`config.mk`:
```
export PLATFORM = sky130hd
export DESIGN_NAME = fbl_loader
export DESIGN_NICKNAME = d
export VERILOG_FILES = /design/src/rtl/fbl_pkg.sv /design/src/rtl/fbl_crc_byte.sv /design/src/rtl/fbl_loader.sv
export SDC_FILE = /design/constraint.sdc
export NUM_CORES = 1
export LEC_CHECK = 0
export BUFFER_PORTS_ARGS = -buffer_cell sky130_fd_sc_hd__buf_2
export CAP_MARGIN = 10
export CORE_MARGIN = 8
export CORE_UTILIZATION = 30
export DETAILED_ROUTE_END_ITERATION = 7
export GPL_TIMING_DRIVEN = 0
export REMOVE_ABC_BUFFERS = 1
export SYNTH_ARGS = -nofsm -noshare
export SYNTH_HDL_FRONTEND = slang
export SYNTH_SLANG_ARGS = --single-unit
export TNS_END_PERCENT = 100
```
`constraint.sdc`:
```
create_clock -name clk_in -period 6.6 [get_ports clk_in]
set_input_delay 0.33 -clock clk_in [delete_from_list [all_inputs] [get_ports clk_in]]
set_output_delay 0.33 -clock clk_in [all_outputs]
set_load 0.01 [all_outputs]
```
`src/rtl/fbl_pkg.sv`:
```
/*
 * Constants, state codes and phase codes for the flash boot image loader.
 * Assumes a single 10 MHz tile clock and a one-word OTP read port.
 */
package fbl_pkg;

	// ************************************************************
	// Timing
	// ************************************************************
	localparam int CLK_PERIOD_NS = 100;
	localparam int BOOT_DELAY_US = 15;
	// Least wait, so the count rounds up to whole cycles.
	localparam int BOOT_DELAY_CYC_I = (BOOT_DELAY_US * 1000 + CLK_PERIOD_NS - 1) / CLK_PERIOD_NS;
	localparam logic [7:0] BOOT_DELAY_CYC = BOOT_DELAY_CYC_I[7:0];

	// ************************************************************
	// Image format and checksum
	// ************************************************************
	localparam logic [31:0] CRC_POLY = 32'hEDB88320;
	localparam logic [31:0] CRC_PRESET = 32'hFFFFFFFF;
	localparam logic [31:0] NO_CRC_MARKER = 32'h0D15AB1E;

	// ************************************************************
	// Security register, OTP and RAM
	// ************************************************************
	localparam int SEC_BOOT_BIT = 5;
	localparam int OTP_AW = 11;
	localparam logic [OTP_AW-1:0] OTP_SEC_ADDR = 11'h7FF;
	localparam logic [OTP_AW-1:0] OTP_IMAGE_ADDR = 11'h000;
	localparam int RAM_AW = 17;
	localparam logic [RAM_AW-1:0] RAM_BASE = 17'h00000;

	// ************************************************************
	// Flash read header
	// ************************************************************
	localparam logic [7:0] FLASH_READ_CMD = 8'h03;
	localparam logic [23:0] FLASH_IMAGE_ADDR = 24'h000000;
	localparam logic [5:0] FLASH_HDR_BITS = 6'h20;
	localparam logic [5:0] BYTE_LAST_BIT = 6'h07;
	localparam logic [2:0] OTP_WORD_BYTES = 3'h4;

	typedef enum logic [2:0] {
		ST_DELAY = 3'b000,
		ST_SEC = 3'b001,
		ST_SRC = 3'b011,
		ST_FCMD = 3'b010,
		ST_STREAM = 3'b110,
		ST_CHECK = 3'b111,
		ST_RUN = 3'b101,
		ST_FAIL = 3'b100
	} fbl_state_t;

	typedef enum logic [1:0] {
		PH_SIZE = 2'b00,
		PH_PROG = 2'b01,
		PH_CRC = 2'b11
	} fbl_phase_t;

endpackage

```
`src/rtl/fbl_crc_byte.sv`:
```
/*
 * Byte-wide reflected CRC-32 register.
 * Assumes the caller raises init before the first byte and en once per byte.
 */
`timescale 1ns/1ns
module fbl_crc_byte (
	input wire logic clk_in,
	input wire logic rst_n_in,
	input wire logic init_in,
	input wire logic en_in,
	input wire logic [7:0] byte_in,
	output logic [31:0] crc_out
);
	import fbl_pkg::*;

	logic [31:0] crc_q;
	logic [31:0] crc_d;
	logic [31:0] chain [0:8];

	assign chain[0] = crc_q;

	// Bit zero of the byte enters first.
	generate
		for (genvar i = 0; i < 8; i++) begin : g_bit
			assign chain[i+1] = (chain[i][0] ^ byte_in[i]) ? ({1'b0, chain[i][31:1]} ^ CRC_POLY) :
				{1'b0, chain[i][31:1]};
		end
	endgenerate

	always_comb begin
		crc_d = crc_q;
		if (init_in) begin
			crc_d = CRC_PRESET;
		end else if (en_in) begin
			crc_d = chain[8];
		end
	end

	always_ff @(posedge clk_in) begin
		if (!rst_n_in) begin
			crc_q <= CRC_PRESET;
		end else begin
			crc_q <= crc_d;
		end
	end

	assign crc_out = crc_q;

	crc_preset_a: assert property (@(posedge clk_in) disable iff (!rst_n_in)
		init_in |=> crc_out == CRC_PRESET) else $error("CRC not preset after init.");

	crc_lsb_first_a: assert property (@(posedge clk_in) disable iff (!rst_n_in)
		en_in && !init_in && byte_in == 8'h01 && crc_q == CRC_PRESET |=> crc_out == 32'h5AFA20E4)
		else $error("CRC did not take bit zero first.");

endmodule // fbl_crc_byte

```
`src/rtl/fbl_loader.sv`:
```
/*
 * Boot loader for one processor tile: picks OTP or the embedded flash,
 * copies a length-prefixed image into RAM, checks its CRC and starts it.
 * Assumes OTP answers a read pulse with one valid pulse, and the flash
 * accepts a plain serial read on the tile 0 pins.
 */
`timescale 1ns/1ns

// What this block does
// - Pull-downs on every general-purpose pin while chip reset is held.
// - Wait the internal reset time after release before booting starts.
// - Security bit five set boots from OTP, clear boots from flash.
// - Flash image is fetched over the tile 0 port pins.
// - Image opens with a word count, then four bytes per word.
// - Trailing word is the CRC, or a marker that skips the check.
// - Size and CRC words are assembled least significant byte first.
// - Program bytes are written into RAM from the lowest address.
// - Execution starts at the lowest RAM address.
// - CRC covers size word and program, never the trailing word.
// - CRC uses the reflected polynomial EDB88320.
// - CRC preset to ones; the inverted residue is compared.
// - OTP boot reads the image from OTP address zero.
// - Security register is read from OTP before choosing the source.
module fbl_loader (
	input wire logic clk_in,
	input wire logic rst_n_in,
	output logic gpio_pulldown_out,
	output logic otp_rd_out,
	output logic [fbl_pkg::OTP_AW-1:0] otp_addr_out,
	input wire logic otp_valid_in,
	input wire logic [31:0] otp_data_in,
	output logic flash_cs_n_out,
	output logic flash_sclk_out,
	output logic flash_mosi_out,
	input wire logic flash_miso_in,
	output logic ram_we_out,
	output logic [fbl_pkg::RAM_AW-1:0] ram_addr_out,
	output logic [7:0] ram_data_out,
	output logic run_out,
	output logic [fbl_pkg::RAM_AW-1:0] exec_addr_out,
	output logic fail_out,
	output logic boot_otp_out
);
	import fbl_pkg::*;

	// ************************************************************
	// State
	// ************************************************************
	fbl_state_t state_q, state_d;
	fbl_phase_t phase_q, phase_d;
	logic [7:0] delay_q, delay_d;
	logic [31:0] sec_q, sec_d;
	logic src_otp_q, src_otp_d;
	logic otp_rd_q, otp_rd_d;
	logic [OTP_AW-1:0] otp_addr_q, otp_addr_d;
	logic otp_pend_q, otp_pend_d;
	logic [31:0] word_q, word_d;
	logic [2:0] word_cnt_q, word_cnt_d;
	logic sclk_q, sclk_d;
	logic cs_n_q, cs_n_d;
	logic [31:0] sr_q, sr_d;
	logic [5:0] bit_q, bit_d;
	logic [1:0] pcnt_q, pcnt_d;
	logic [31:0] size_q, size_d;
	logic [31:0] stored_q, stored_d;
	logic [31:0] addr_q, addr_d;
	logic ram_we_q, ram_we_d;
	logic [RAM_AW-1:0] ram_addr_q, ram_addr_d;
	logic [7:0] ram_data_q, ram_data_d;
	logic run_q, run_d;
	logic fail_q, fail_d;
	logic pd_q;
	logic byte_stb;
	logic [7:0] byte_val;
	logic [31:0] crc_val;
	logic crc_init;
	logic crc_en;

	// Trailing word stays out of the sum.
	assign crc_init = (state_q == ST_SRC);
	assign crc_en = byte_stb && (phase_q != PH_CRC);

	fbl_crc_byte u_crc (
		.clk_in(clk_in),
		.rst_n_in(rst_n_in),
		.init_in(crc_init),
		.en_in(crc_en),
		.byte_in(byte_val),
		.crc_out(crc_val)
	);

	// ************************************************************
	// Sequencer, byte sources and image parser
	// ************************************************************
	always_comb begin
		state_d = state_q;
		phase_d = phase_q;
		delay_d = delay_q;
		sec_d = sec_q;
		src_otp_d = src_otp_q;
		otp_rd_d = 1'b0;
		otp_addr_d = otp_addr_q;
		otp_pend_d = otp_pend_q;
		word_d = word_q;
		word_cnt_d = word_cnt_q;
		sclk_d = sclk_q;
		cs_n_d = cs_n_q;
		sr_d = sr_q;
		bit_d = bit_q;
		pcnt_d = pcnt_q;
		size_d = size_q;
		stored_d = stored_q;
		addr_d = addr_q;
		ram_we_d = 1'b0;
		ram_addr_d = ram_addr_q;
		ram_data_d = ram_data_q;
		run_d = run_q;
		fail_d = fail_q;
		byte_stb = 1'b0;
		byte_val = 8'h00;
		unique case (state_q)
			ST_DELAY: begin
				if (delay_q == BOOT_DELAY_CYC - 8'h01) begin
					state_d = ST_SEC;
					otp_rd_d = 1'b1;
					otp_addr_d = OTP_SEC_ADDR;
				end else begin
					delay_d = delay_q + 8'h01;
				end
			end
			ST_SEC: begin
				if (otp_valid_in) begin
					sec_d = otp_data_in;
					state_d = ST_SRC;
				end
			end
			ST_SRC: begin
				phase_d = PH_SIZE;
				pcnt_d = 2'h0;
				addr_d = 32'h00000000;
				src_otp_d = sec_q[SEC_BOOT_BIT];
				if (sec_q[SEC_BOOT_BIT]) begin
					// Image read from OTP word zero.
					state_d = ST_STREAM;
					otp_rd_d = 1'b1;
					otp_addr_d = OTP_IMAGE_ADDR;
					otp_pend_d = 1'b1;
					word_cnt_d = 3'h0;
				end else begin
					state_d = ST_FCMD;
					cs_n_d = 1'b0;
					sclk_d = 1'b0;
					sr_d = {FLASH_READ_CMD, FLASH_IMAGE_ADDR};
					bit_d = 6'h00;
				end
			end
			ST_FCMD: begin
				sclk_d = ~sclk_q;
				if (!sclk_q) begin
					bit_d = bit_q + 6'h01;
				end else if (bit_q == FLASH_HDR_BITS) begin
					state_d = ST_STREAM;
					bit_d = 6'h00;
				end else begin
					sr_d = {sr_q[30:0], 1'b0};
				end
			end
			ST_STREAM: begin
				if (src_otp_q) begin
					if (word_cnt_q != 3'h0) begin
						byte_stb = 1'b1;
						byte_val = word_q[7:0];
						word_d = {8'h00, word_q[31:8]};
						word_cnt_d = word_cnt_q - 3'h1;
					end else if (otp_pend_q) begin
						if (otp_valid_in) begin
							word_d = otp_data_in;
							word_cnt_d = OTP_WORD_BYTES;
							otp_pend_d = 1'b0;
						end
					end else begin
						otp_rd_d = 1'b1;
						otp_addr_d = otp_addr_q + 11'h001;
						otp_pend_d = 1'b1;
					end
				end else begin
					// Sampling on the rising edge; the flash shifts on the falling one.
					sclk_d = ~sclk_q;
					if (!sclk_q) begin
						sr_d = {sr_q[30:0], flash_miso_in};
						if (bit_q == BYTE_LAST_BIT) begin
							byte_stb = 1'b1;
							byte_val = {sr_q[6:0], flash_miso_in};
							bit_d = 6'h00;
						end else begin
							bit_d = bit_q + 6'h01;
						end
					end
				end
			end
			ST_CHECK: begin
				if (stored_q == NO_CRC_MARKER || stored_q == ~crc_val) begin
					state_d = ST_RUN;
					run_d = 1'b1;
				end else begin
					state_d = ST_FAIL;
					fail_d = 1'b1;
				end
			end
			ST_RUN: begin
				run_d = 1'b1;
			end
			ST_FAIL: begin
				fail_d = 1'b1;
			end
		endcase
		if (byte_stb) begin
			unique case (phase_q)
				PH_SIZE: begin
					size_d[8*pcnt_q +: 8] = byte_val;
					pcnt_d = pcnt_q + 2'h1;
					if (pcnt_q == 2'h3) begin
						phase_d = ({byte_val, size_q[23:0]} == 32'h00000000) ? PH_CRC : PH_PROG;
					end
				end
				PH_PROG: begin
					// Bytes into RAM from the bottom.
					ram_we_d = 1'b1;
					ram_addr_d = RAM_BASE + addr_q[RAM_AW-1:0];
					ram_data_d = byte_val;
					addr_d = addr_q + 32'h00000001;
					if (addr_q + 32'h00000001 == {size_q[29:0], 2'b00}) begin
						phase_d = PH_CRC;
					end
				end
				PH_CRC: begin
					stored_d[8*pcnt_q +: 8] = byte_val;
					pcnt_d = pcnt_q + 2'h1;
					if (pcnt_q == 2'h3) begin
						state_d = ST_CHECK;
						cs_n_d = 1'b1;
						sclk_d = 1'b0;
					end
				end
				default: begin
					phase_d = PH_SIZE;
				end
			endcase
		end
	end

	always_ff @(posedge clk_in) begin
		if (!rst_n_in) begin
			state_q <= ST_DELAY;
			phase_q <= PH_SIZE;
			delay_q <= 8'h00;
			sec_q <= 32'h00000000;
			src_otp_q <= 1'b0;
			otp_rd_q <= 1'b0;
			otp_addr_q <= OTP_IMAGE_ADDR;
			otp_pend_q <= 1'b0;
			word_q <= 32'h00000000;
			word_cnt_q <= 3'h0;
			sclk_q <= 1'b0;
			cs_n_q <= 1'b1;
			sr_q <= 32'h00000000;
			bit_q <= 6'h00;
			pcnt_q <= 2'h0;
			size_q <= 32'h00000000;
			stored_q <= 32'h00000000;
			addr_q <= 32'h00000000;
			ram_we_q <= 1'b0;
			ram_addr_q <= RAM_BASE;
			ram_data_q <= 8'h00;
			run_q <= 1'b0;
			fail_q <= 1'b0;
			pd_q <= 1'b1;
		end else begin
			state_q <= state_d;
			phase_q <= phase_d;
			delay_q <= delay_d;
			sec_q <= sec_d;
			src_otp_q <= src_otp_d;
			otp_rd_q <= otp_rd_d;
			otp_addr_q <= otp_addr_d;
			otp_pend_q <= otp_pend_d;
			word_q <= word_d;
			word_cnt_q <= word_cnt_d;
			sclk_q <= sclk_d;
			cs_n_q <= cs_n_d;
			sr_q <= sr_d;
			bit_q <= bit_d;
			pcnt_q <= pcnt_d;
			size_q <= size_d;
			stored_q <= stored_d;
			addr_q <= addr_d;
			ram_we_q <= ram_we_d;
			ram_addr_q <= ram_addr_d;
			ram_data_q <= ram_data_d;
			run_q <= run_d;
			fail_q <= fail_d;
			pd_q <= 1'b0;
		end
	end

	assign gpio_pulldown_out = pd_q;
	assign otp_rd_out = otp_rd_q;
	assign otp_addr_out = otp_addr_q;
	assign flash_cs_n_out = cs_n_q;
	assign flash_sclk_out = sclk_q;
	assign flash_mosi_out = sr_q[31];
	assign ram_we_out = ram_we_q;
	assign ram_addr_out = ram_addr_q;
	assign ram_data_out = ram_data_q;
	assign run_out = run_q;
	// Start address is the RAM bottom, ram_addr_q masked by RAM_BASE.
	assign exec_addr_out = ram_addr_q & RAM_BASE;
	assign fail_out = fail_q;
	assign boot_otp_out = src_otp_q;

	// ************************************************************
	// Checks
	// ************************************************************
	pulldown_rst_a: assert property (@(posedge clk_in)
		!rst_n_in |=> gpio_pulldown_out) else $error("Pull-down not enabled in reset.");

	boot_delay_a: assert property (@(posedge clk_in) disable iff (!rst_n_in)
		state_q == ST_SEC && $past(state_q) == ST_DELAY |-> $past(delay_q) == BOOT_DELAY_CYC - 8'h01)
		else $error("Boot began before the reset wait ended.");

	src_select_a: assert property (@(posedge clk_in) disable iff (!rst_n_in)
		state_q == ST_SRC |=> boot_otp_out == $past(sec_q[SEC_BOOT_BIT]))
		else $error("Boot source does not follow the security bit.");

	flash_select_a: assert property (@(posedge clk_in) disable iff (!rst_n_in)
		state_q == ST_SRC && !sec_q[SEC_BOOT_BIT] |=> !flash_cs_n_out ##1 flash_sclk_out)
		else $error("Flash not selected for flash boot.");

	marker_skip_a: assert property (@(posedge clk_in) disable iff (!rst_n_in)
		state_q == ST_CHECK && stored_q == NO_CRC_MARKER |=> run_out && !fail_out)
		else $error("Marker did not skip the check.");

	size_lsb_a: assert property (@(posedge clk_in) disable iff (!rst_n_in)
		byte_stb && phase_q == PH_SIZE && pcnt_q == 2'h0 |=> size_q[7:0] == $past(byte_val))
		else $error("Size word not assembled low byte first.");

	ram_base_a: assert property (@(posedge clk_in) disable iff (!rst_n_in)
		byte_stb && phase_q == PH_PROG && addr_q == 32'h00000000 |=> ram_we_out && ram_addr_out == RAM_BASE)
		else $error("First program byte not at RAM bottom.");

	exec_addr_a: assert property (@(posedge clk_in) disable iff (!rst_n_in)
		run_out |-> exec_addr_out == RAM_BASE) else $error("Start address is not RAM bottom.");

	crc_excl_a: assert property (@(posedge clk_in) disable iff (!rst_n_in)
		byte_stb && phase_q == PH_CRC |=> $stable(crc_val)) else $error("Trailing word entered the CRC.");

	otp_base_a: assert property (@(posedge clk_in) disable iff (!rst_n_in)
		state_q == ST_SRC && sec_q[SEC_BOOT_BIT] |=> otp_rd_out && otp_addr_out == OTP_IMAGE_ADDR)
		else $error("OTP image read did not start at zero.");

	crc_fail_a: assert property (@(posedge clk_in) disable iff (!rst_n_in)
		state_q == ST_CHECK && stored_q != NO_CRC_MARKER && stored_q != ~crc_val |=> (fail_out && !run_out) [*2])
		else $error("Bad CRC did not block the start.");

endmodule // fbl_loader

```
* Word-level counts from Yosys, hierarchy flattened *
Cells that the tools add are included.

operators by class
  $add $sub $neg = 7
  eq/ne operators = 32
  shifts and indexed selects = 2
  muxes and demuxes = 99
  bitwise gates (word level) = 20
  reductions and logical operators = 29

operators with widths
  kind                                                                     count
  32-bit two-way mux                                                       19
  13-bit NOT with 14-bit output                                            8
  32-bit case mux with 3 select lines                                      1
  32-bit bitwise mux                                                       2
  32-bit == test                                                           2
  11-bit two-way mux                                                       5
  8-bit two-way mux                                                        5
  3-bit two-way mux                                                        13
  6-bit two-way mux                                                        6
  5-bit negation with 34-bit output                                        1
  8-bit by 34-bit variable shift with 32-bit output, first input constant  1
  8-bit by 34-bit indexed part select with 32-bit output                   1
  11-bit case mux with 3 select lines                                      1
  32-bit by 1-bit adder with 32-bit output, second input constant          1
  32-bit by 28-bit == test with 1-bit output, second input constant        1
  32-bit zero test                                                         1
  32-bit NOT                                                               1
  1-bit two-way mux                                                        30
  2-bit inequality test, second input constant                             13
  6-bit case mux with 3 select lines                                       1
  2-bit two-way mux                                                        8
  2-bit AND reduction                                                      8
  3-bit case mux with 5 select lines                                       1
  3-bit == test, second input constant                                     4
  other kinds (29)                                                         55

word-level totals
  register bits after elaboration = 267
  bits of input ports = 36
  logic and storage cells = 214

* Logic depth before layout (Yosys ltp) *
Gate-level depths: netlist (run 1).

  depth after elaboration = 21
  depth in mapped cells = 11

* Hierarchy *
From an unflattened synthesis (run 1), not the netlist that was laid out.

second synthesis, totals
  cell total of the unflattened synthesis = 1,643
  area, all modules = 13,494.2 µm²

modules (own cells, without submodules)
  module        times used  cells each  area an instance (µm²)
  fbl_loader    1           1,434       11,189.5
  fbl_crc_byte  1           209         2,304.7

* Least setup slack after synthesis (run 1) *
No wires, ideal clock.

  path kind = register -> register
  start point = reg bit_q[0]
  end point = reg u_crc.crc_q[25], in the netlist u_crc.crc_out[25]
  arrival time = 2.584 ns
  path slack = 3.946 ns
  cell stages (with the launch flop) = 10
  clock period less this slack = 2.654 ns
  path through = dfxtp_1 ha_1 and4bb_1 and4b_4 buf_12 a22oi_4 xnor2_4 xnor3_2 xnor3_1 a21oi_1

between the ends
  longest elaborated chain between the ends = 17

ends and longest elaborated chain
  what                                                         RTL line            RTL
  start, declared                                              fbl_loader.sv:62    logic [5:0] bit_q, bit_d;
  start signal, assigned                                       fbl_loader.sv:292   bit_q <= bit_d;
  6-bit by 3-bit == test with 1-bit output (*)                 fbl_loader.sv:191   if (bit_q == BYTE_LAST_BIT) begin
  branches (longest 16 deep; another with 32-bit two-way mux)  n/a
  end signal, assigned                                         fbl_crc_byte.sv:43  crc_q <= crc_d;
  end, declared                                                fbl_crc_byte.sv:16  logic [31:0] crc_q;

Mark *: on every way between the ends.
A chain may end at the register's enable or synchronous reset.

* Worst setup path in the final report (run 1) *
  start point = reg state_q[0]
  end point = reg u_crc.crc_q[25], in the netlist u_crc.crc_out[25]

between the ends
  longest elaborated chain between the ends = 14

ends and longest elaborated chain
  what                                                         RTL line           RTL
  start, declared                                              fbl_loader.sv:49   fbl_state_t state_q, state_d;
  start signal, assigned                                       fbl_loader.sv:279  state_q <= state_d;
  branches (longest 14 deep; another with 32-bit two-way mux)  n/a

Parallel ways; which one is timed is not known.

==> results of run 1 <==
## power by group
group / total (mW) / internal (mW) / switching (mW)
Sequential: 1.57 / 1.57 / 0.00182
Clock: 1.75 / 1.05 / 0.693
Combinational: 0.0652 / 0.0222 / 0.0429
Total: 3.38 / 2.65 / 0.738
## worst reg2reg max path, stage by stage, from the launching register on
cell     delay, ns
dfxtp_1       0.78
and2b_4       0.40
and4b_4       0.34
a22oi_2       0.98
xnor2_4       0.33
xnor2_1       0.45
xnor3_1       0.28
a21oi_1       0.12
## area by class of cell
type	instances	area [um2]	area share
clock buffer	36	793	0.0501
clock inverter	18	240	0.0152
inverter	23	93.8	0.00593
multi-input combinational	1266	7870	0.497
sequential	260	5200	0.329
tap	600	751	0.0474
timing repair buffer	116	871	0.0550
## per-stage QoR
stage / hold slack (ns) / setup TNS, ns
after floorplan: 0.402 / 0
after global placement: 0.438 / -141.19
after detailed placement: 0.443 / 0
after CTS: 0.00103 / 0
after global routing: 0.0177 / 0
final: 0.0339 / 0
## cell usage after synthesis, types with 5 or more instances
cell,number
a31oi_1,11
o21ai_0,56
ha_1,16
nand3_1,88
buf_1,10
nor3_1,82
and3_1,16
nor3b_1,5
a22oi_4,7
xnor3_1,19
nand4b_1,7
buf_4,17
nand3b_1,6
dfxtp_1,260
o211ai_1,20
and4_1,5
buf_2,10
xnor2_4,12
clkbuf_1,105
nor4_1,23
or4_1,8
a211oi_1,14
inv_1,22
xor2_1,57
and2_1,9
a311oi_1,26
or3_1,13
a21oi_1,207
nand2_1,210
o21ai_1,7
xnor2_1,50
nor2_1,176
nand4_1,25
## final timing paths
| kind | from | endpoint | slack (ns) | cells after the start |
|---|---|---|---|---|
| max reg2reg | state_q[0]$_SDFF_PN0_ | u_crc.crc_out[25]$_SDFFE_PP1P_ | 2.85 | 7 |
| max | state_q[0]$_SDFF_PN0_ | u_crc.crc_out[25]$_SDFFE_PP1P_ | 2.85 | 7 |
| min | otp_data_in[9] | word_q[9]$_SDFFE_PN0P_ | 0.03 | 3 |
| min reg2reg | sr_q[28]$_SDFFE_PN0P_ | sr_q[28]$_SDFFE_PN0P_ | 0.45 | 2 |
## repair_timing
| item | CTS | global route |
|---|---|---|
| buffers inserted | 0 | 0 |
| hold buffers | 22 | 0 |
| hold endpoints to repair | 22 | 0 |
## registers in the layout, indices dropped and copies added, names as in the netlist, 2 cells and up
signal / cells
addr_q: 32
bit_q: 6
delay_q: 8
otp_addr_out: 11
pcnt_q: 2
phase_q: 2
ram_addr_out: 17
ram_data_out: 8
size_q: 30
sr_q: 32
state_q: 3
stored_q: 32
u_crc.crc_out: 32
word_cnt_q: 3
word_q: 32
## logic make-up after synthesis
kind of cell | count (synthesis) | synth area share
other | 1 | 0.000274
adders and majority gates | 16 | 0.0146
muxes | 3 | 0.00219
and+or+nand+nor | 700 | 0.244
AOI/OAI and AO/OA | 388 | 0.176
buffers and inverters | 168 | 0.0535
DFF | 260 | 0.380
xor gates and xnor gates | 142 | 0.130
## per-layer routing
metal	vias to the layer above	GRT usage	part of all wire
met4	2	0.0396	0.025
li1	5933	-	-
met1	5661	0.186	0.47
met5	-	0	0.00027
met2	340	0.214	0.45
met3	70	0.0258	0.058
==> out/summary.json, run 1 <==
{
  "vdd_ir_drop_max": {"value": 219, "unit": "uV"},
  "grt-ovfl-total": {"value": 0},
  "placed_cells": {"value": 2241},
  "detail_route.first_pass.iterations": {"value": 6},
  "ant_nets": {"value": 0},
  "top_level_ports": {"value": 98},
  "route.final.wire_length": {"value": 37.3, "unit": "mm"},
  "most_frequent_cells_in_the_layout": {"value": "260 x dfxtp_1, 210 x nand2_1, 206 x a21oi_1"},
  "core_region_area": {"value": 45200, "unit": "um2"},
  "critical_path.n_buffers_inverters": {"value": 0},
  "drc_errors": {"value": 0},
  "antenna_found_initial": {"value": 1},
  "synth-seq-area-share": {"value": 0.380},
  "clock_tree.htree_level_count": {"value": 1},
  "clk_latency": {"value": 0.58, "unit": "ns"},
  "tightest_slew": {"value": 1.24, "unit": "ns"},
  "synthesis.area_per_instance": {"value": 8.16, "unit": "um2"},
  "drt-wirelength-per-cell": {"value": 16.1, "unit": "um"},
  "cts_resized": {"value": 0},
  "worstPathCellList": {"value": "and2b_4 -> and4b_4 -> a22oi_2 -> xnor2_4 -> xnor2_1 -> xnor3_1 -> a21oi_1"},
  "critPathMaxFanout": {"value": 32},
  "final_hold_vios": {"value": 0},
  "start_util": {"value": 0.303},
  "synth_unique_cells": {"value": 80},
  "cell_pwr_density": {"value": 214, "unit": "nW/um2"},
  "cp_data_required_time": {"value": 7.11, "unit": "ns"},
  "timing.critical_path.slowest_cell_delay": {"value": 0.97, "unit": "ns"},
  "mostFrequentLayoutCell": {"value": "dfxtp_1"},
  "synth.top_cell.area_share": {"value": 0.380},
  "fin_total_pwr": {"value": 3.38, "unit": "mW"},
  "synth.ff_latch_count": {"value": 260},
  "static-leakage-power": {"value": 6.02, "unit": "nW"},
  "grt_util_all_layers": {"value": 0.136},
  "timing.setup.critical_path_class": {"value": "reg2reg"},
  "routed-via-count": {"value": 12000},
  "fin_skew": {"value": 0.0157, "unit": "ns"},
  "post-route-worst-setup-slack": {"value": 2.85, "unit": "ns"},
  "clock_sinks": {"value": 260},
  "grt_first_pass_wirelength": {"value": 60.4, "unit": "mm"},
  "post_layout_instance_count_excluding_filler_cells": {"value": 2319},
  "clkSlewWorstSetupHoldPaths": {"value": 0.06, "unit": "ns"},
  "placement.cell_area": {"value": 14600, "unit": "um2"},
  "tritoncts": {"value": "done"},
  "die_w": {"value": 230, "unit": "um"},
  "status": {"value": "completed"},
  "fill_cells": {"value": 4645},
  "worst_path_dominant_cell_family": {"value": "compound AO/OA/AOI/OAI gates"},
  "grt_pass1_vias": {"value": 11100},
  "worstPathArrival": {"value": 4.26, "unit": "ns"},
  "synth_ff_type": {"value": "dfxtp_1"},
  "grt_start_max_net_pins": {"value": 147},
  "synthesis.instances": {"value": 1678},
  "count_of_input_and_output_buffers": {"value": 80},
  "final_core_utilization": {"value": 0.350},
  "layout_min_cycle_time": {"value": 3.75, "unit": "ns"},
  "hold_path.class": {"value": "in2reg"},
  "dp_slack": {"value": 2.94, "unit": "ns"},
  "layout-drive-gt1-share": {"value": 0.112},
  "synth.area.top_cells": {"value": "dfxtp_1 38%, a21oi_1 7.6%, nand2_1 5.8%"},
  "diodes": {"value": 0},
  "max_freq": {"value": 266, "unit": "MHz"},
  "hpwl": {"value": 24.9, "unit": "mm"},
  "synth_async_sr_flop_share": {"value": 0},
  "maxSlewHeadroom": {"value": 0.170},
  "netlist.top_cell.by_area": {"value": "dfxtp_1"},
  "rsz0062_at_grt": {"value": "false"},
  "end_kind": {"value": "register"},
  "cts_made_buffers": {"value": 30},
  "cts-root-buf": {"value": "clkbuf_16"},
  "final_net_count": {"value": 1749},
  "drt-vias-per-instance": {"value": 5.18},
  "yosysWarningCount": {"value": 0},
  "syn2layout_area_growth": {"value": 15.6, "unit": "%"},
  "die_height": {"value": 230, "unit": "um"},
  "crit_path_start_kind": {"value": "register"},
  "timing.max_cap.violations": {"value": 0},
  "cts_buffer_depth": {"value": 3},
  "total_of_endpoints_with_negative_setup_slack_in_the_final_report": {"value": 0},
  "post-route-period-util": {"value": 0.569},
  "first_iter_violations": {"value": 1033},
  "fp-row-count": {"value": 78},
  "globalplace.congestion": {"value": 0.848},
  "fp.dieArea": {"value": 52700, "unit": "um2"},
  "slew_violations": {"value": 0},
  "synth_area": {"value": 13700, "unit": "um2"},
  "critical-path-slowest-cell": {"value": "a22oi_2"},
  "synth_enable_flop_cells": {"value": 0},
  "layout.cell_area.non_filler": {"value": 15800, "unit": "um2"}
}
Note: power is estimated with default switching activity, not from simulation.
==> run 2, diff against run 1 <==
- clock period: 6.6 -> 3.8 ns (I/O delays scaled with it)
==> out/summary.json, run 2 (synthesized netlist as in run 1, its figures left out) <==
{
  "status": {"value": "completed"},
  "top_usage_layer": {"value": "met2"},
  "timing.setup.critical_path_class": {"value": "reg2reg"},
  "drc_errors": {"value": 0, "change": "unchanged"},
  "total_of_endpoints_with_negative_setup_slack_in_the_final_report": {"value": 0, "change": "unchanged"},
  "end_kind": {"value": "register"},
  "most_frequent_cells_in_the_layout": {"value": "260 x dfxtp_1, 210 x nand2_1, 206 x a21oi_1"},
  "critPathMaxFanout": {"value": 32, "change": "unchanged"},
  "static-leakage-power": {"value": 6.08, "unit": "nW", "change": "+1.1%"},
  "cts_buffer_depth": {"value": 3, "change": "unchanged"},
  "die_height": {"value": 230, "unit": "um", "change": "unchanged"},
  "finalHoldWorstSlack": {"value": 0.101, "unit": "ns", "change": "+0.0675 ns"},
  "clock_sinks": {"value": 260, "change": "unchanged"},
  "die_w": {"value": 230, "unit": "um", "change": "unchanged"},
  "hpwl": {"value": 24.9, "unit": "mm", "change": "unchanged"},
  "routed-via-count": {"value": 12000, "change": "+0.14%"},
  "count_of_input_and_output_buffers": {"value": 80, "change": "unchanged"},
  "drt-wirelength-per-cell": {"value": 16.0, "unit": "um", "change": "-0.51%"},
  "placed_cells": {"value": 2241, "change": "unchanged"},
  "syn2layout_area_growth": {"value": 16.7, "unit": "%"},
  "r2r.worst_path.cells": {"value": 7, "change": "unchanged"},
  "vdd_ir_drop_max": {"value": 383, "unit": "uV", "change": "+75%"},
  "core_region_area": {"value": 45200, "unit": "um2", "change": "unchanged"},
  "crit_path_start_kind": {"value": "register"},
  "route.final.wire_length": {"value": 37.3, "unit": "mm", "change": "+0.18%"},
  "slew_violations": {"value": 0, "change": "unchanged"},
  "clock_tree.htree_level_count": {"value": 1, "change": "unchanged"},
  "worst_hold_path.num_cells": {"value": 2, "change": "-1"},
  "fin_tns_setup": {"value": 0, "unit": "ns", "change": "unchanged"},
  "layout_min_cycle_time": {"value": 3.59, "unit": "ns", "change": "-0.159 ns"},
  "fp-row-count": {"value": 78, "change": "unchanged"},
  "max_freq": {"value": 278, "unit": "MHz", "change": "+4.4%"},
  "final_net_count": {"value": 1765, "change": "+0.91%"},
  "post-route-period-util": {"value": 0.946, "change": "+0.377"},
  "layout-drive-gt1-share": {"value": 0.112, "change": "+0.000699"},
  "fin_skew": {"value": 0.0162, "unit": "ns", "change": "+0.000512 ns"},
  "detail_route.first_pass.iterations": {"value": 6, "change": "unchanged"},
  "cts_made_buffers": {"value": 30, "change": "unchanged"},
  "placement.cell_area": {"value": 14600, "unit": "um2", "change": "unchanged"},
  "clkSlewWorstSetupHoldPaths": {"value": 0.06, "unit": "ns", "change": "about the same"},
  "post_layout_instance_count_excluding_filler_cells": {"value": 2335, "change": "+0.69%"},
  "timing.max_cap.violations": {"value": 0, "change": "unchanged"},
  "hold_path.class": {"value": "in2reg"},
  "grt-ovfl-total": {"value": 0, "change": "unchanged"},
  "grt_first_pass_wirelength": {"value": 60.7, "unit": "mm", "change": "+0.48%"},
  "final_hold_vios": {"value": 0, "change": "unchanged"},
  "cts_resized": {"value": 0, "change": "unchanged"},
  "cts-root-buf": {"value": "clkbuf_16"},
  "tritoncts": {"value": "done"},
  "first_iter_violations": {"value": 964, "change": "-6.7%"},
  "fp.dieArea": {"value": 52700, "unit": "um2", "change": "unchanged"},
  "globalplace.congestion": {"value": 0.848, "change": "unchanged"},
  "drt-vias-per-instance": {"value": 5.15, "change": "-0.54%"},
  "gr-usage-met1": {"value": 0.187, "change": "+0.000901"},
  "diodes": {"value": 0, "change": "unchanged"},
  "cell_pwr_density": {"value": 369, "unit": "nW/um2", "change": "+72%"},
  "grt_util_met2": {"value": 0.216, "change": "+0.00185"},
  "ant_nets": {"value": 0, "change": "unchanged"},
  "layout.cell_area.non_filler": {"value": 16000, "unit": "um2", "change": "+0.96%"},
  "grt_start_max_net_pins": {"value": 147, "change": "unchanged"},
  "grt_pass1_vias": {"value": 11200, "change": "+0.75%"},
  "rsz0062_at_grt": {"value": "false"},
  "maxSlewHeadroom": {"value": 0.193, "change": "+0.0233"},
  "start_util": {"value": 0.303, "change": "unchanged"},
  "mostFrequentLayoutCell": {"value": "dfxtp_1"},
  "grt.met3_usage": {"value": 0.0247, "change": "-0.00111"},
  "clk_latency": {"value": 0.58, "unit": "ns", "change": "about the same"},
  "cp_data_required_time": {"value": 4.31, "unit": "ns", "change": "-2.80 ns"},
  "worstPathArrival": {"value": 4.11, "unit": "ns", "change": "-0.15 ns"},
  "grt_util_all_layers": {"value": 0.136, "change": "+0.000601"},
  "tightest_slew": {"value": 1.21, "unit": "ns", "change": "-0.0349 ns"},
  "top_level_ports": {"value": 98, "change": "unchanged"},
  "antenna_found_initial": {"value": 0, "change": "-1"}
}
[run 2: cell types whose count changed in the layout (fill, tap and decap cells not counted), sizes merged]
cell,delta
buf,+3
dlygate4sd3,+13
[run 2: through the flow]
step / total power, mW / worst slack (ns) / util
floorplan: 2.84 / -2.47 / -
global placement: 2.88 / -6.27 / 0.316
detailed placement: 2.89 / 0.138 / 0.322
CTS: 5.96 / 0.102 / 0.353
global route: 6.09 / 0.0189 / 0.354
finish: 5.89 / 0.207 / 0.354
[run 2: layout make-up]
class	instances	area (um2)
inverter	23	93.8
sequential	260	5200
tap	600	751
clock inverter	18	240
clock buffer	36	793
multi-input combinational	1266	7870
timing repair buffer	132	1020
fill	4634	29200
[run 2: path summary, 6_finish.rpt]
check / from / to / slack [ns]
worst max-delay path: state_q[1]$_SDFF_PN0_ / u_crc.crc_out[25]$_SDFFE_PP1P_ / 0.21
worst min-delay path: rst_n_in / flash_cs_n_out$_SDFF_PN1_ / 0.10
worst max register to register: state_q[1]$_SDFF_PN0_ / u_crc.crc_out[25]$_SDFFE_PP1P_ / 0.21
worst min register to register: sr_q[28]$_SDFFE_PN0P_ / sr_q[28]$_SDFFE_PN0P_ / 0.45
[run 2: worst max-delay path, cell delays in order (launching register included)]
cell     delay [ns]
dfxtp_1        0.68
and2b_4        0.51
and4b_4        0.56
a22oi_4        0.27
xnor2_4        0.46
xnor3_2        0.55
xnor3_1        0.34
a21oi_1        0.12
[run 2: what timing repair did]
item                                    CTS  global route
hold buffers                             35             0
endpoints found under the hold margin    35             0
buffers inserted                          0             3
endpoints found under the setup margin    0             9
[run 2: power by group]
group | internal [mW] | switching (mW)
Combinational | 0.0466 | 0.0768
Clock | 1.83 | 1.21
Sequential | 2.73 | 0.00315
[run 2: per-layer routing]
metal,vias up,routed length (um)
met5,-,0
met4,0,910
met3,63,2200
met2,321,16700
met1,5677,17500
li1,5962,-
